### src/rtl/kbw_pkg.sv
// shared constants and types of the keyboard/mouse wake and isolation block
package kbw_pkg;
   localparam int unsigned ADDR_W       = 8;
   localparam logic [7:0]  OFS_WAKE_STS = 8'h00;
   localparam logic [7:0]  OFS_WAKE_CLR = 8'h04;
   localparam logic [7:0]  OFS_WAKE_EN  = 8'h08;
   localparam logic [7:0]  OFS_GLOBAL   = 8'h0C;
   localparam logic [7:0]  OFS_IRQ_EN   = 8'h10;
   localparam logic [7:0]  OFS_LIVE     = 8'h14;
   localparam logic [7:0]  OFS_GCFG     = 8'h2C;
   localparam logic [7:0]  OFS_CTRL     = 8'hF0;
   localparam logic [7:0]  RST_GCFG     = 8'h00;
   localparam logic [7:0]  RST_CTRL     = 8'h00;
   localparam int unsigned BIT_KBC_RST  = 6;
   localparam int unsigned BIT_M_ISO    = 6;
   localparam int unsigned BIT_K_ISO    = 5;
   localparam int unsigned BIT_M_LATCH  = 4;
   localparam int unsigned BIT_K_LATCH  = 3;
   localparam int unsigned NEV          = 4;
   localparam int unsigned EV_KIRQ      = 0;
   localparam int unsigned EV_MIRQ      = 1;
   localparam int unsigned EV_KBD_DATA_LINE      = 2;
   localparam int unsigned EV_MOUSE_DATA_LINE      = 3;
   localparam int unsigned NLINE        = 4;
   localparam int unsigned LN_KBD_CLOCK_LINE      = 0;
   localparam int unsigned LN_KBD_DATA_LINE      = 1;
   localparam int unsigned LN_MCLK      = 2;
   localparam int unsigned LN_MOUSE_DATA_LINE      = 3;
   localparam int unsigned LN_MPWR      = 4;
   localparam int unsigned NSYNC        = 5;
   localparam logic        LINE_IDLE    = 1'b1;
   localparam logic [1:0]  RESP_OKAY    = 2'h0;
   localparam logic [1:0]  RESP_SLVERR  = 2'h2;
   typedef enum logic [1:0] {WR_IDLE = 2'b01, WR_RESP = 2'b10} wr_state_type;
   typedef enum logic [1:0] {RD_IDLE = 2'b01, RD_DATA = 2'b10} rd_state_type;
endpackage : kbw_pkg

### src/rtl/edge_if.sv
// synchronised line level and falling-edge pulse
`timescale 1ns/1ps
interface edge_if;
   logic lvl;
   logic fall;
   modport src (output lvl, output fall);
   modport dst (input lvl, input fall);
endinterface : edge_if

### src/rtl/data_edge_detect.sv
// two-flop synchroniser with falling-edge detector for one line
`timescale 1ns/1ps
module data_edge_detect (
   input  wire logic clk_i,  // block clock
   input  wire logic rst_i,  // synchronous reset
   input  wire logic line_i, // asynchronous line
   edge_if.src       eo      // synced level and edge
);
   import kbw_pkg::*;
   typedef struct packed {
      logic meta;
      logic sync;
      logic prev;
      logic fall;
   } sync_state_type;
   sync_state_type s_r;
   sync_state_type s_nxt;

   always_comb begin
      s_nxt      = s_r;
      s_nxt.meta = line_i;
      s_nxt.sync = s_r.meta;
      s_nxt.prev = s_r.sync;
      s_nxt.fall = s_r.prev && !s_r.sync;
   end

   always_ff @(posedge clk_i) begin
      if (rst_i) begin
         s_r <= '{meta: LINE_IDLE, sync: LINE_IDLE, prev: LINE_IDLE, fall: 1'b0};
      end else begin
         s_r <= s_nxt;
      end
   end

   assign eo.lvl  = s_r.sync;
   assign eo.fall = s_r.fall;

   property p_fall_once;
      @(posedge clk_i) disable iff (rst_i) eo.fall |=> !eo.fall;
   endproperty
   a_fall_once: assert property (p_fall_once) else $error("edge pulse longer than one cycle");

   property p_fall_cause;
      @(posedge clk_i) disable iff (rst_i) $fell(eo.lvl) |=> eo.fall;
   endproperty
   a_fall_cause: assert property (p_fall_cause) else $error("falling edge not flagged");
endmodule : data_edge_detect

### src/rtl/kbd_mouse_wake_isolation.sv
// keyboard/mouse irq latches, wake status, line isolation, AXI4-Lite registers
//
// Notes on behaviour
// - mouse latch select bit 4: 0 gives irq AND latched copy, 1 latched copy.
// - keyboard latch select bit 3: 0 gives irq AND latched copy, 1 latched copy.
// - keyboard and mouse interrupts set their own wake status bits.
// - falling edges of keyboard and mouse data lines set their own status bits.
// - status drives the wake event only with its enable and global enable set.
// - interrupt wake events occur only while main supply is present.
// - data-edge wake events work with or without main supply.
// - mouse isolate bit 6 blocks mouse clock and data into the controller.
// - keyboard isolate bit 5 blocks keyboard clock and data into the controller.
// - bit 6 of register 0x2C holds the controller in reset; never self-clears.
`timescale 1ns/1ps
module kbd_mouse_wake_isolation (
   input  wire logic                       clk_i,         // 25 MHz clock
   input  wire logic                       rst_i,         // sync reset, high
   input  wire logic [kbw_pkg::ADDR_W-1:0] awaddr_i,      // write address
   input  wire logic                       awvalid_i,     // write address valid
   output logic                            awready_o,     // write address ready
   input  wire logic [31:0]                wdata_i,       // write data
   input  wire logic [3:0]                 wstrb_i,       // write strobes
   input  wire logic                       wvalid_i,      // write data valid
   output logic                            wready_o,      // write data ready
   output logic [1:0]                      bresp_o,       // write response
   output logic                            bvalid_o,      // write response valid
   input  wire logic                       bready_i,      // write response ready
   input  wire logic [kbw_pkg::ADDR_W-1:0] araddr_i,      // read address
   input  wire logic                       arvalid_i,     // read address valid
   output logic                            arready_o,     // read address ready
   output logic [31:0]                     rdata_o,       // read data
   output logic [1:0]                      rresp_o,       // read response
   output logic                            rvalid_o,      // read data valid
   input  wire logic                       rready_i,      // read data ready
   input  wire logic                       kbd_irq_i,     // controller keyboard irq
   input  wire logic                       mouse_irq_i,   // controller mouse irq
   input  wire logic                       kbd_irq_ack_i, // clears keyboard latch
   input  wire logic                       mouse_irq_ack_i, // clears mouse latch
   output logic                            kbd_irq_o,     // selected keyboard irq
   output logic                            mouse_irq_o,   // selected mouse irq
   input  wire logic [kbw_pkg::NLINE-1:0]  line_i,        // pins: kbd_clock_line,kbd_data_line,mclk,mouse_data_line
   output logic [kbw_pkg::NLINE-1:0]       line_o,        // pin drive value
   output logic [kbw_pkg::NLINE-1:0]       line_oe_o,     // pin drive enable
   input  wire logic [kbw_pkg::NLINE-1:0]  kbc_drive_i,   // controller pulls line low
   output logic [kbw_pkg::NLINE-1:0]       kbc_line_o,    // lines seen by controller
   output logic                            kbc_reset_o,   // controller held in reset
   input  wire logic                       main_power_i,  // main supply present
   output logic                            pme_o,         // wake event, high
   output logic                            irq_o          // interrupt, high
);
   import kbw_pkg::*;

   typedef struct packed {
      wr_state_type     wst;
      logic             aw_got;
      logic             w_got;
      logic [7:0]       waddr;
      logic [7:0]       wdata;
      logic             wlane;
      logic [1:0]       bresp;
      rd_state_type     rst;
      logic [31:0]      rdata;
      logic [1:0]       rresp;
      logic [7:0]       gcfg;
      logic [7:0]       ctrl;
      logic [NEV-1:0]   sts;
      logic [NEV-1:0]   wake_en;
      logic             glb_en;
      logic [NEV-1:0]   irq_en;
      logic             kbd_irq_latch_sel;
      logic             mouse_irq_latch_sel;
      logic             kirq;
      logic             mirq;
      logic             pme;
      logic             irq;
      logic [NLINE-1:0] kbc_line;
      logic [NLINE-1:0] oe;
   } state_type;

   state_type s_r;
   state_type s_nxt;

   logic [NSYNC-1:0] lvl;
   logic [NSYNC-1:0] fall;
   logic [NSYNC-1:0] raw;
   logic [NEV-1:0]   ev_set;
   logic [NEV-1:0]   ev_clr;
   logic             mpwr;
   logic             aw_take;
   logic             w_take;
   logic             ar_take;
   logic             wr_do;
   logic             k_iso;
   logic             m_iso;

   assign raw = {main_power_i, line_i};

   // line and supply synchronisers
   generate
      for (genvar g = 0; g < NSYNC; g++) begin : g_sync
         edge_if e ();
         data_edge_detect u_det (
            .clk_i  (clk_i),
            .rst_i  (rst_i),
            .line_i (raw[g]),
            .eo     (e)
         );
         assign lvl[g]  = e.lvl;
         assign fall[g] = e.fall;
      end
   endgenerate

   assign mpwr  = lvl[LN_MPWR];
   assign k_iso = s_r.ctrl[BIT_K_ISO];
   assign m_iso = s_r.ctrl[BIT_M_ISO];

   function automatic logic mapped(input logic [7:0] a);
      mapped = (a == OFS_WAKE_STS) || (a == OFS_WAKE_CLR) || (a == OFS_WAKE_EN) ||
               (a == OFS_GLOBAL) || (a == OFS_IRQ_EN) || (a == OFS_LIVE) ||
               (a == OFS_GCFG) || (a == OFS_CTRL);
   endfunction : mapped

   assign awready_o = (s_r.wst == WR_IDLE) && !s_r.aw_got;
   assign wready_o  = (s_r.wst == WR_IDLE) && !s_r.w_got;
   assign bvalid_o  = (s_r.wst == WR_RESP);
   assign arready_o = (s_r.rst == RD_IDLE);
   assign rvalid_o  = (s_r.rst == RD_DATA);
   assign aw_take   = awvalid_i && awready_o;
   assign w_take    = wvalid_i && wready_o;
   assign ar_take   = arvalid_i && arready_o;
   assign wr_do     = (s_r.wst == WR_IDLE) && s_r.aw_got && s_r.w_got;

   // wake events
   always_comb begin
      ev_set          = '0;
      ev_set[EV_KIRQ] = kbd_irq_i && mpwr;
      ev_set[EV_MIRQ] = mouse_irq_i && mpwr;
      ev_set[EV_KBD_DATA_LINE] = fall[LN_KBD_DATA_LINE];
      ev_set[EV_MOUSE_DATA_LINE] = fall[LN_MOUSE_DATA_LINE];
   end

   always_comb begin
      s_nxt  = s_r;
      ev_clr = '0;
      // write address and data, either order
      if (aw_take) begin
         s_nxt.aw_got = 1'b1;
         s_nxt.waddr  = awaddr_i;
      end
      if (w_take) begin
         s_nxt.w_got = 1'b1;
         s_nxt.wdata = wdata_i[7:0];
         s_nxt.wlane = wstrb_i[0];
      end
      if (wr_do) begin
         s_nxt.aw_got = 1'b0;
         s_nxt.w_got  = 1'b0;
         s_nxt.wst    = WR_RESP;
         s_nxt.bresp  = mapped(s_r.waddr) ? RESP_OKAY : RESP_SLVERR;
         if (s_r.wlane) begin
            case (s_r.waddr)
               OFS_WAKE_CLR: begin
                  ev_clr = s_r.wdata[NEV-1:0];
               end
               OFS_WAKE_EN: begin
                  s_nxt.wake_en = s_r.wdata[NEV-1:0];
               end
               OFS_GLOBAL: begin
                  s_nxt.glb_en = s_r.wdata[0];
               end
               OFS_IRQ_EN: begin
                  s_nxt.irq_en = s_r.wdata[NEV-1:0];
               end
               OFS_GCFG: begin
                  s_nxt.gcfg = s_r.wdata;
               end
               OFS_CTRL: begin
                  s_nxt.ctrl = s_r.wdata;
               end
               default: begin
               end
            endcase
         end
      end
      if ((s_r.wst == WR_RESP) && bready_i) begin
         s_nxt.wst = WR_IDLE;
      end

      // read channel
      if (ar_take) begin
         s_nxt.rst   = RD_DATA;
         s_nxt.rresp = mapped(araddr_i) ? RESP_OKAY : RESP_SLVERR;
         s_nxt.rdata = '0;
         case (araddr_i)
            OFS_WAKE_STS: begin
               s_nxt.rdata[NEV-1:0] = s_r.sts;
            end
            OFS_WAKE_EN: begin
               s_nxt.rdata[NEV-1:0] = s_r.wake_en;
            end
            OFS_GLOBAL: begin
               s_nxt.rdata[0] = s_r.glb_en;
            end
            OFS_IRQ_EN: begin
               s_nxt.rdata[NEV-1:0] = s_r.irq_en;
            end
            OFS_LIVE: begin
               s_nxt.rdata[NSYNC-1:0] = lvl;
               s_nxt.rdata[NSYNC]     = s_r.kbd_irq_latch_sel;
               s_nxt.rdata[NSYNC+1]   = s_r.mouse_irq_latch_sel;
            end
            OFS_GCFG: begin
               s_nxt.rdata[7:0] = s_r.gcfg;
            end
            OFS_CTRL: begin
               s_nxt.rdata[7:0] = s_r.ctrl;
            end
            default: begin
            end
         endcase
      end else if ((s_r.rst == RD_DATA) && rready_i) begin
         s_nxt.rst = RD_IDLE;
      end

      // sticky status, a set in the clearing cycle wins
      s_nxt.sts = (s_r.sts & ~ev_clr) | ev_set;

      // irq latches, set wins over acknowledge
      s_nxt.kbd_irq_latch_sel = kbd_irq_i || (s_r.kbd_irq_latch_sel && !kbd_irq_ack_i);
      s_nxt.mouse_irq_latch_sel = mouse_irq_i || (s_r.mouse_irq_latch_sel && !mouse_irq_ack_i);
      s_nxt.kirq   = s_r.ctrl[BIT_K_LATCH] ? s_r.kbd_irq_latch_sel
                                           : (kbd_irq_i && s_r.kbd_irq_latch_sel);
      s_nxt.mirq   = s_r.ctrl[BIT_M_LATCH] ? s_r.mouse_irq_latch_sel
                                           : (mouse_irq_i && s_r.mouse_irq_latch_sel);

      s_nxt.pme = s_r.glb_en && |(s_r.sts & s_r.wake_en);
      s_nxt.irq = |(s_r.sts & s_r.irq_en);

      // isolation: controller sees idle-high lines, cannot drive them
      s_nxt.kbc_line[LN_KBD_CLOCK_LINE] = k_iso ? LINE_IDLE : lvl[LN_KBD_CLOCK_LINE];
      s_nxt.kbc_line[LN_KBD_DATA_LINE] = k_iso ? LINE_IDLE : lvl[LN_KBD_DATA_LINE];
      s_nxt.kbc_line[LN_MCLK] = m_iso ? LINE_IDLE : lvl[LN_MCLK];
      s_nxt.kbc_line[LN_MOUSE_DATA_LINE] = m_iso ? LINE_IDLE : lvl[LN_MOUSE_DATA_LINE];
      s_nxt.oe[LN_KBD_CLOCK_LINE] = kbc_drive_i[LN_KBD_CLOCK_LINE] && !k_iso;
      s_nxt.oe[LN_KBD_DATA_LINE] = kbc_drive_i[LN_KBD_DATA_LINE] && !k_iso;
      s_nxt.oe[LN_MCLK] = kbc_drive_i[LN_MCLK] && !m_iso;
      s_nxt.oe[LN_MOUSE_DATA_LINE] = kbc_drive_i[LN_MOUSE_DATA_LINE] && !m_iso;
   end

   always_ff @(posedge clk_i) begin
      if (rst_i) begin
         s_r          <= '0;
         s_r.wst      <= WR_IDLE;
         s_r.rst      <= RD_IDLE;
         s_r.gcfg     <= RST_GCFG;
         s_r.ctrl     <= RST_CTRL;
         s_r.kbc_line <= {NLINE{LINE_IDLE}};
      end else begin
         s_r <= s_nxt;
      end
   end

   assign bresp_o     = s_r.bresp;
   assign rdata_o     = s_r.rdata;
   assign rresp_o     = s_r.rresp;
   assign kbd_irq_o   = s_r.kirq;
   assign mouse_irq_o = s_r.mirq;
   assign line_o      = '0;
   assign line_oe_o   = s_r.oe;
   assign kbc_line_o  = s_r.kbc_line;
   assign kbc_reset_o = s_r.gcfg[BIT_KBC_RST];
   assign pme_o       = s_r.pme;
   assign irq_o       = s_r.irq;

   property p_mouse_sel;
      @(posedge clk_i) disable iff (rst_i)
         1'b1 |=> mouse_irq_o == ($past(s_r.ctrl[BIT_M_LATCH]) ? $past(s_r.mouse_irq_latch_sel)
                                  : ($past(mouse_irq_i) && $past(s_r.mouse_irq_latch_sel)));
   endproperty
   a_mouse_sel: assert property (p_mouse_sel) else $error("mouse irq select wrong");

   property p_kbd_sel;
      @(posedge clk_i) disable iff (rst_i)
         (s_r.ctrl[BIT_K_LATCH] && s_r.kbd_irq_latch_sel && !kbd_irq_i) |=> kbd_irq_o;
   endproperty
   a_kbd_sel: assert property (p_kbd_sel) else $error("keyboard latched irq lost");

   property p_kirq_sts;
      @(posedge clk_i) disable iff (rst_i) (kbd_irq_i && mpwr) |=> s_r.sts[EV_KIRQ];
   endproperty
   a_kirq_sts: assert property (p_kirq_sts) else $error("keyboard irq status not set");

   property p_mouse_data_line_sts;
      @(posedge clk_i) disable iff (rst_i) fall[LN_MOUSE_DATA_LINE] |=> s_r.sts[EV_MOUSE_DATA_LINE];
   endproperty
   a_mouse_data_line_sts: assert property (p_mouse_data_line_sts) else $error("mouse data status not set");

   property p_pme;
      @(posedge clk_i) disable iff (rst_i)
         (s_r.sts[EV_KBD_DATA_LINE] && s_r.wake_en[EV_KBD_DATA_LINE] && s_r.glb_en) ##1 s_r.sts[EV_KBD_DATA_LINE] |-> pme_o;
   endproperty
   a_pme: assert property (p_pme) else $error("wake event missing");

   property p_no_pme;
      @(posedge clk_i) disable iff (rst_i) !s_r.glb_en |=> !pme_o;
   endproperty
   a_no_pme: assert property (p_no_pme) else $error("wake event without global enable");

   property p_irq_power;
      @(posedge clk_i) disable iff (rst_i)
         $rose(s_r.sts[EV_MIRQ]) |-> $past(mpwr) && $past(mouse_irq_i);
   endproperty
   a_irq_power: assert property (p_irq_power) else $error("irq wake on standby");

   property p_edge_standby;
      @(posedge clk_i) disable iff (rst_i) (fall[LN_KBD_DATA_LINE] && !mpwr) |=> s_r.sts[EV_KBD_DATA_LINE];
   endproperty
   a_edge_standby: assert property (p_edge_standby) else $error("edge lost on standby");

   property p_m_iso;
      @(posedge clk_i) disable iff (rst_i)
         m_iso |=> (kbc_line_o[LN_MCLK] && kbc_line_o[LN_MOUSE_DATA_LINE] && !line_oe_o[LN_MCLK]);
   endproperty
   a_m_iso: assert property (p_m_iso) else $error("mouse lines not isolated");

   property p_k_iso;
      @(posedge clk_i) disable iff (rst_i)
         k_iso |=> (kbc_line_o[LN_KBD_CLOCK_LINE] && kbc_line_o[LN_KBD_DATA_LINE] && !line_oe_o[LN_KBD_DATA_LINE]);
   endproperty
   a_k_iso: assert property (p_k_iso) else $error("keyboard lines not isolated");

   property p_kbc_hold;
      @(posedge clk_i) disable iff (rst_i) (kbc_reset_o && !wr_do) |=> kbc_reset_o;
   endproperty
   a_kbc_hold: assert property (p_kbc_hold) else $error("controller reset self-cleared");

   property p_sts_hold;
      @(posedge clk_i) disable iff (rst_i)
         (s_r.sts[EV_MOUSE_DATA_LINE] && !ev_clr[EV_MOUSE_DATA_LINE]) |=> s_r.sts[EV_MOUSE_DATA_LINE];
   endproperty
   a_sts_hold: assert property (p_sts_hold) else $error("status bit lost");

   property p_mirq_sts;
      @(posedge clk_i) disable iff (rst_i) (mouse_irq_i && mpwr) |=> s_r.sts[EV_MIRQ];
   endproperty
   a_mirq_sts: assert property (p_mirq_sts) else $error("mouse irq status not set");
endmodule : kbd_mouse_wake_isolation

### config.mk
export PLATFORM = sky130hd
export DESIGN_NAME = kbd_mouse_wake_isolation
export DESIGN_NICKNAME = d
export VERILOG_FILES = /design/src/rtl/kbw_pkg.sv /design/src/rtl/edge_if.sv /design/src/rtl/data_edge_detect.sv /design/src/rtl/kbd_mouse_wake_isolation.sv
export SDC_FILE = /design/constraint.sdc
export NUM_CORES = 1
export LEC_CHECK = 0
export BUFFER_PORTS_ARGS = -buffer_cell sky130_fd_sc_hd__buf_4
export CORE_MARGIN = 2
export CORE_UTILIZATION = 30
export CTS_CLUSTER_DIAMETER = 60
export DETAILED_ROUTE_END_ITERATION = 8
export GPL_TIMING_DRIVEN = 0
export PLACE_DENSITY_LB_ADDON = 0.15
export SYNTH_ARGS = -nofsm -noshare
export SYNTH_HDL_FRONTEND = slang
export SYNTH_HIERARCHICAL = 1
export SYNTH_SLANG_ARGS = --single-unit
### constraint.sdc
create_clock -name clk_i -period 2.65 [get_ports clk_i]
set_clock_uncertainty 0.2 [all_clocks]
set_input_delay 0.1325 -clock clk_i [delete_from_list [all_inputs] [get_ports clk_i]]
set_output_delay 0.1325 -clock clk_i [all_outputs]
set_load 0.02 [all_outputs]
**Yosys cells after proc, flatten, opt, wreduce, memory -nomap -nowiden**

Index checks and enable logic that the tools add are counted.

- Eq/ne operators: 18
- Muxes and demuxes: 13
- Bitwise logic cells: 5
- Reduce and logical (&&, ||, !) cells: 60

Operators by type and width:

| cell | number |
|---|---|
| $eq 8x4->1 const B | 4 |
| $eq 8x5->1 const B | 4 |
| $logic_and 1x1->1 | 22 |
| $pmux 3 s6 | 1 |
| $eq 8x3->1 const B | 2 |
| $eq 8x6->1 const B | 2 |
| $eq 8x8->1 const B | 2 |
| $logic_not 8->1 | 2 |
| $logic_or 1x1->1 | 16 |
| $reduce_and 3->1 | 5 |
| $and 4x4->4 | 3 |
| $mux 4 | 3 |
| $pmux 3 s3 | 1 |
| $logic_not 1->1 | 8 |
| $mux 2 | 4 |
| $reduce_or 2->1 | 4 |
| $reduce_or 4->1 | 2 |
| $pmux 1 s7 | 1 |
| $eq 2x1->1 const B | 2 |
| $eq 2x2->1 const B | 2 |
| $not 4->4 | 1 |
| $or 4x4->4 | 1 |
| $mux 1 | 2 |
| $pmux 1 s2 | 1 |
| $reduce_bool 2->1 | 1 |

- Register bits after elaboration: 92
- Output and inout port bits: 58
- Word-level logic and storage cells: 135

**Depth between registers and ports, before layout**

- Word-level depth: 9
- Depth in mapped cells: 6
- Mapped depth without buffers: 5

**Hierarchy**

The synthesis kept the hierarchy.

Modules (own cells, without submodules):

| module | instances | cells an instance | area an instance (um2) | seq. area each (um2) |
|---|---|---|---|---|
| kbd_mouse_wake_isolation | 1 | 411 | 3636.0 | 1521.5 |
| data_edge_detect | 5 | 8 | 106.4 | 80.1 |

**Least setup slack after synthesis**

No wires, ideal clock.

- Path kind: register to register
- Start: register s_r[100] (netlist bit)
- End: register s_r[86] (netlist bit)
- Library setup time: 0.071 ns
- Arrival: 1.467 ns
- Slack: 0.912 ns
- Stages on the path, launching flop included: 7
- Period minus slack after synthesis: 1.738 ns
- Cell sequence: dfxtp_1 or2b_2 nor2_1 and2_1 buf_2 nand2_1 a21oi_1

- Cells in the longest elaborated chain, start to end: 3

Ends and longest elaborated chain:

| item | RTL line | source |
|---|---|---|
| start: declaration | kbd_mouse_wake_isolation.sv:80 | `state_type s_r;` |
| start signal: assignment | kbd_mouse_wake_isolation.sv:259 | `s_r <= s_nxt;` |
| $eq 2x1->1 | kbd_mouse_wake_isolation.sv:124 | `assign wready_o = (s_r.wst == WR_IDLE) && !s_r.w_got;` |
| $logic_and 1x1->1 | kbd_mouse_wake_isolation.sv:124 |  |
| via wready_o | kbd_mouse_wake_isolation.sv:24 | `output logic wready_o,` |
| $logic_and 1x1->1 | kbd_mouse_wake_isolation.sv:129 | `assign w_take = wvalid_i && wready_o;` |

The timed path passes the listed nets, and every way through them passes these cells.
A chain may end at the register's enable or synchronous reset.

**Worst setup path in the final report**

- Start: register s_r[96] (netlist bit)
- End: register s_r[24] (netlist bit)

- Cells in the longest elaborated chain, start to end: 7

Ends and longest elaborated chain:

| item | RTL line | source |
|---|---|---|
| $eq 8x3->1 | kbd_mouse_wake_isolation.sv:161 | `case (s_r.waddr)` |
| $mux 4 | kbd_mouse_wake_isolation.sv:161 |  |
| $mux 4 | kbd_mouse_wake_isolation.sv:160 | `if (s_r.wlane) begin` |
| $mux 4 | kbd_mouse_wake_isolation.sv:155 | `if (wr_do) begin` |
| $not 4->4 | kbd_mouse_wake_isolation.sv:226 | `s_nxt.sts = (s_r.sts & ~ev_clr) \| ev_set;` |
| $and 4x4->4 | kbd_mouse_wake_isolation.sv:226 |  |
| $or 4x4->4 | kbd_mouse_wake_isolation.sv:226 |  |

No other way between the ends.

==> metrics.yaml <==
ff2ff_path_depth: 4
routed_wl_mm: 10.2
syn_area_per_cell_um2: 9.13
switchingPower_mw: 0.808
die_y_um: 120
cts_setup_buffers: 0
die_w_um: 120
drt_first_pass_iters: 4
cts_tree: "built"
fp.dieArea_mm2: 0.0143
leakage_nw: 2.30
combPwrFrac_pct: 15.5
r2r_start: "s_r[96]"
critPathRequiredTime_ps: 2630
drt_iter0_drc: 161
hold_viol_final: 0
swShare_pct: 25.4
fp-row-count: 42
cts.sinks: 90
final_cell_mix: "buf_4, dfxtp_1, nand2_1"
period_share_pct: 79.8
tritoncts.num_buffers: 9
whs_endpoint: "s_r[77]"
grt_pass1_wl_mm: 16.4
drv_cap: 0
end_kind: "register"
htree_num_levels: 3
nets: 661
syn-cell-area_mm2: 0.00401
maxSlewViolCount: 0
detailroute.via_count: 3439
final_area_mm2: 0.00553
core-area_mm2: 0.0131
setup_ws_ps: 535
grt_max_degree: 16
slew_headroom_pct: 37.6
clkPwrFrac_pct: 38.2
rr_endpoint: "s_r[24]"
area_delta_synth_final_pct: 38.1
dpl_worst_slack_ps: 496
gp_congestion: 0.893
power_frac_seq_pct: 46.3
cts-root-buf: "clkbuf_16"
crit_type: "reg -> reg"
whs_path_depth: 3
grt_overflow_total: 0
wl_per_cell_um: 13.2
dpl_cell_area_mm2: 0.00487
crit_path_max_fanout: 6
ys_warn_count: 6
vias_per_cell: 4.48
rsz0062_at_grt: "false"
grt_usage_pct: 14.6
fmax_mhz: 473
finalSetupTns_ps: 0
final_common_cell: "buf_4"
min_from: "arvalid_i"
port_buffers: 71
antenna_left: 0
status: "complete, no violations"
min_period_ps: 2110
drc: 0
critPathArrivalTime_ps: 2090
cellInternalPower_mw: 2.38
p_per_area_mw_per_mm2: 575
hpwl_mm: 7.57
start_kind: "register"
clk_latency_ps: 340
tightest_slew_ps: 927
reg2reg_setup_slack_ps: 540
grt_pass1_vias: 3303
io_pins: 130
antenna_cells: 0
setup_viol: 0
clkTransAtPathRegs_ps: 60
synthCells: 439
min_path_type: "in -> reg"
drive_above_1_share_pct: 26.7
initial_core_util_pct: 30.5
antenna_found_initial: 0
cts_buffer_depth: 2
vdd_drop_max_mv: 0.266
[sequential cells by signal (all words and copies together) (netlist names)]
name                  count
g_sync.u_det/s_r          2
g_sync.u_det/s_nxt        5
g_sync.u_det/eo.lvl       5
kbd_irq_o                 1
g_sync.u_det/eo.fall      2
rresp_o                   1
rdata_o                   8
irq_o                     1
line_oe_o                 4
kbc_line_o                4
m_iso                     1
bresp_o                   1
mouse_irq_o               1
kbc_reset_o               1
s_r                      51
pme_o                     1
k_iso                     1
[worst max-delay path, stage by stage (launching register included)]
cell and delay (ps):
dfxtp_1 390, nor3_2 310, nand3_4 150, nor4_1 730
a311oi_1 190
[area by class of cell]
class | count | area [um2]
Buffer | 67 | 488
Clock buffer | 10 | 229
Clock inverter | 4 | 45.0
Fill cell | 1366 | 7600
Inverter | 7 | 26.3
Multi-Input combinational cell | 304 | 1800
Sequential cell | 90 | 1800
Tap cell | 176 | 220
Timing Repair Buffer | 110 | 923
[power by group through the flow]
stage / Clock, mW / Combinational (mW) / Sequential (mW)
2_1_floorplan: 0 / 0.307 / 1.49
6_report: 1.21 / 0.494 / 1.47
5_1_grt: 1.30 / 0.542 / 1.48
4_1_cts: 1.25 / 0.497 / 1.48
3_3_place_gp: 0 / 0.446 / 1.50
3_5_place_dp: 0 / 0.450 / 1.51
[worst max-delay path by stage]
stage | from | end | slack [ps] | cells after the start
floorplan | s_r[100] | s_r[86] | 910 | 6
global placement | s_r[101] | s_r[26] | 500 | 5
detailed placement | s_r[96] | s_r[23] | 500 | 4
CTS | s_r[96] | s_r[23] | 480 | 4
global route | s_r[96] | s_r[25] | 300 | 4
finish | s_r[96] | s_r[24] | 540 | 4
[metal layers]
layer	up-vias	track usage (%)	share of wire (%)
met3	16	2.80	4.9
met1	1588	19.6	47
met5	-	0	0
met2	84	23.1	46
li1	1751	-	-
met4	0	5.81	1.9
[timing repair]
item / 4_1_cts / 5_1_grt
resized for setup: 0 / 0
hold buffers: 39 / 0
hold endpoints to repair: 45 / 0
[metrics by stage]
step,util (%),hold WS (ps),instances,total power [mW]
after global routing,42.1,114,768,3.32
final,42.1,40.7,768,3.18
after detailed placement,37.1,116,715,1.95
after floorplan,-,8.30,468,1.79
after CTS,42.1,27.7,768,3.22
after global placement,37.1,110,715,1.95
No activity file was read; power rests on OpenSTA's default activity.
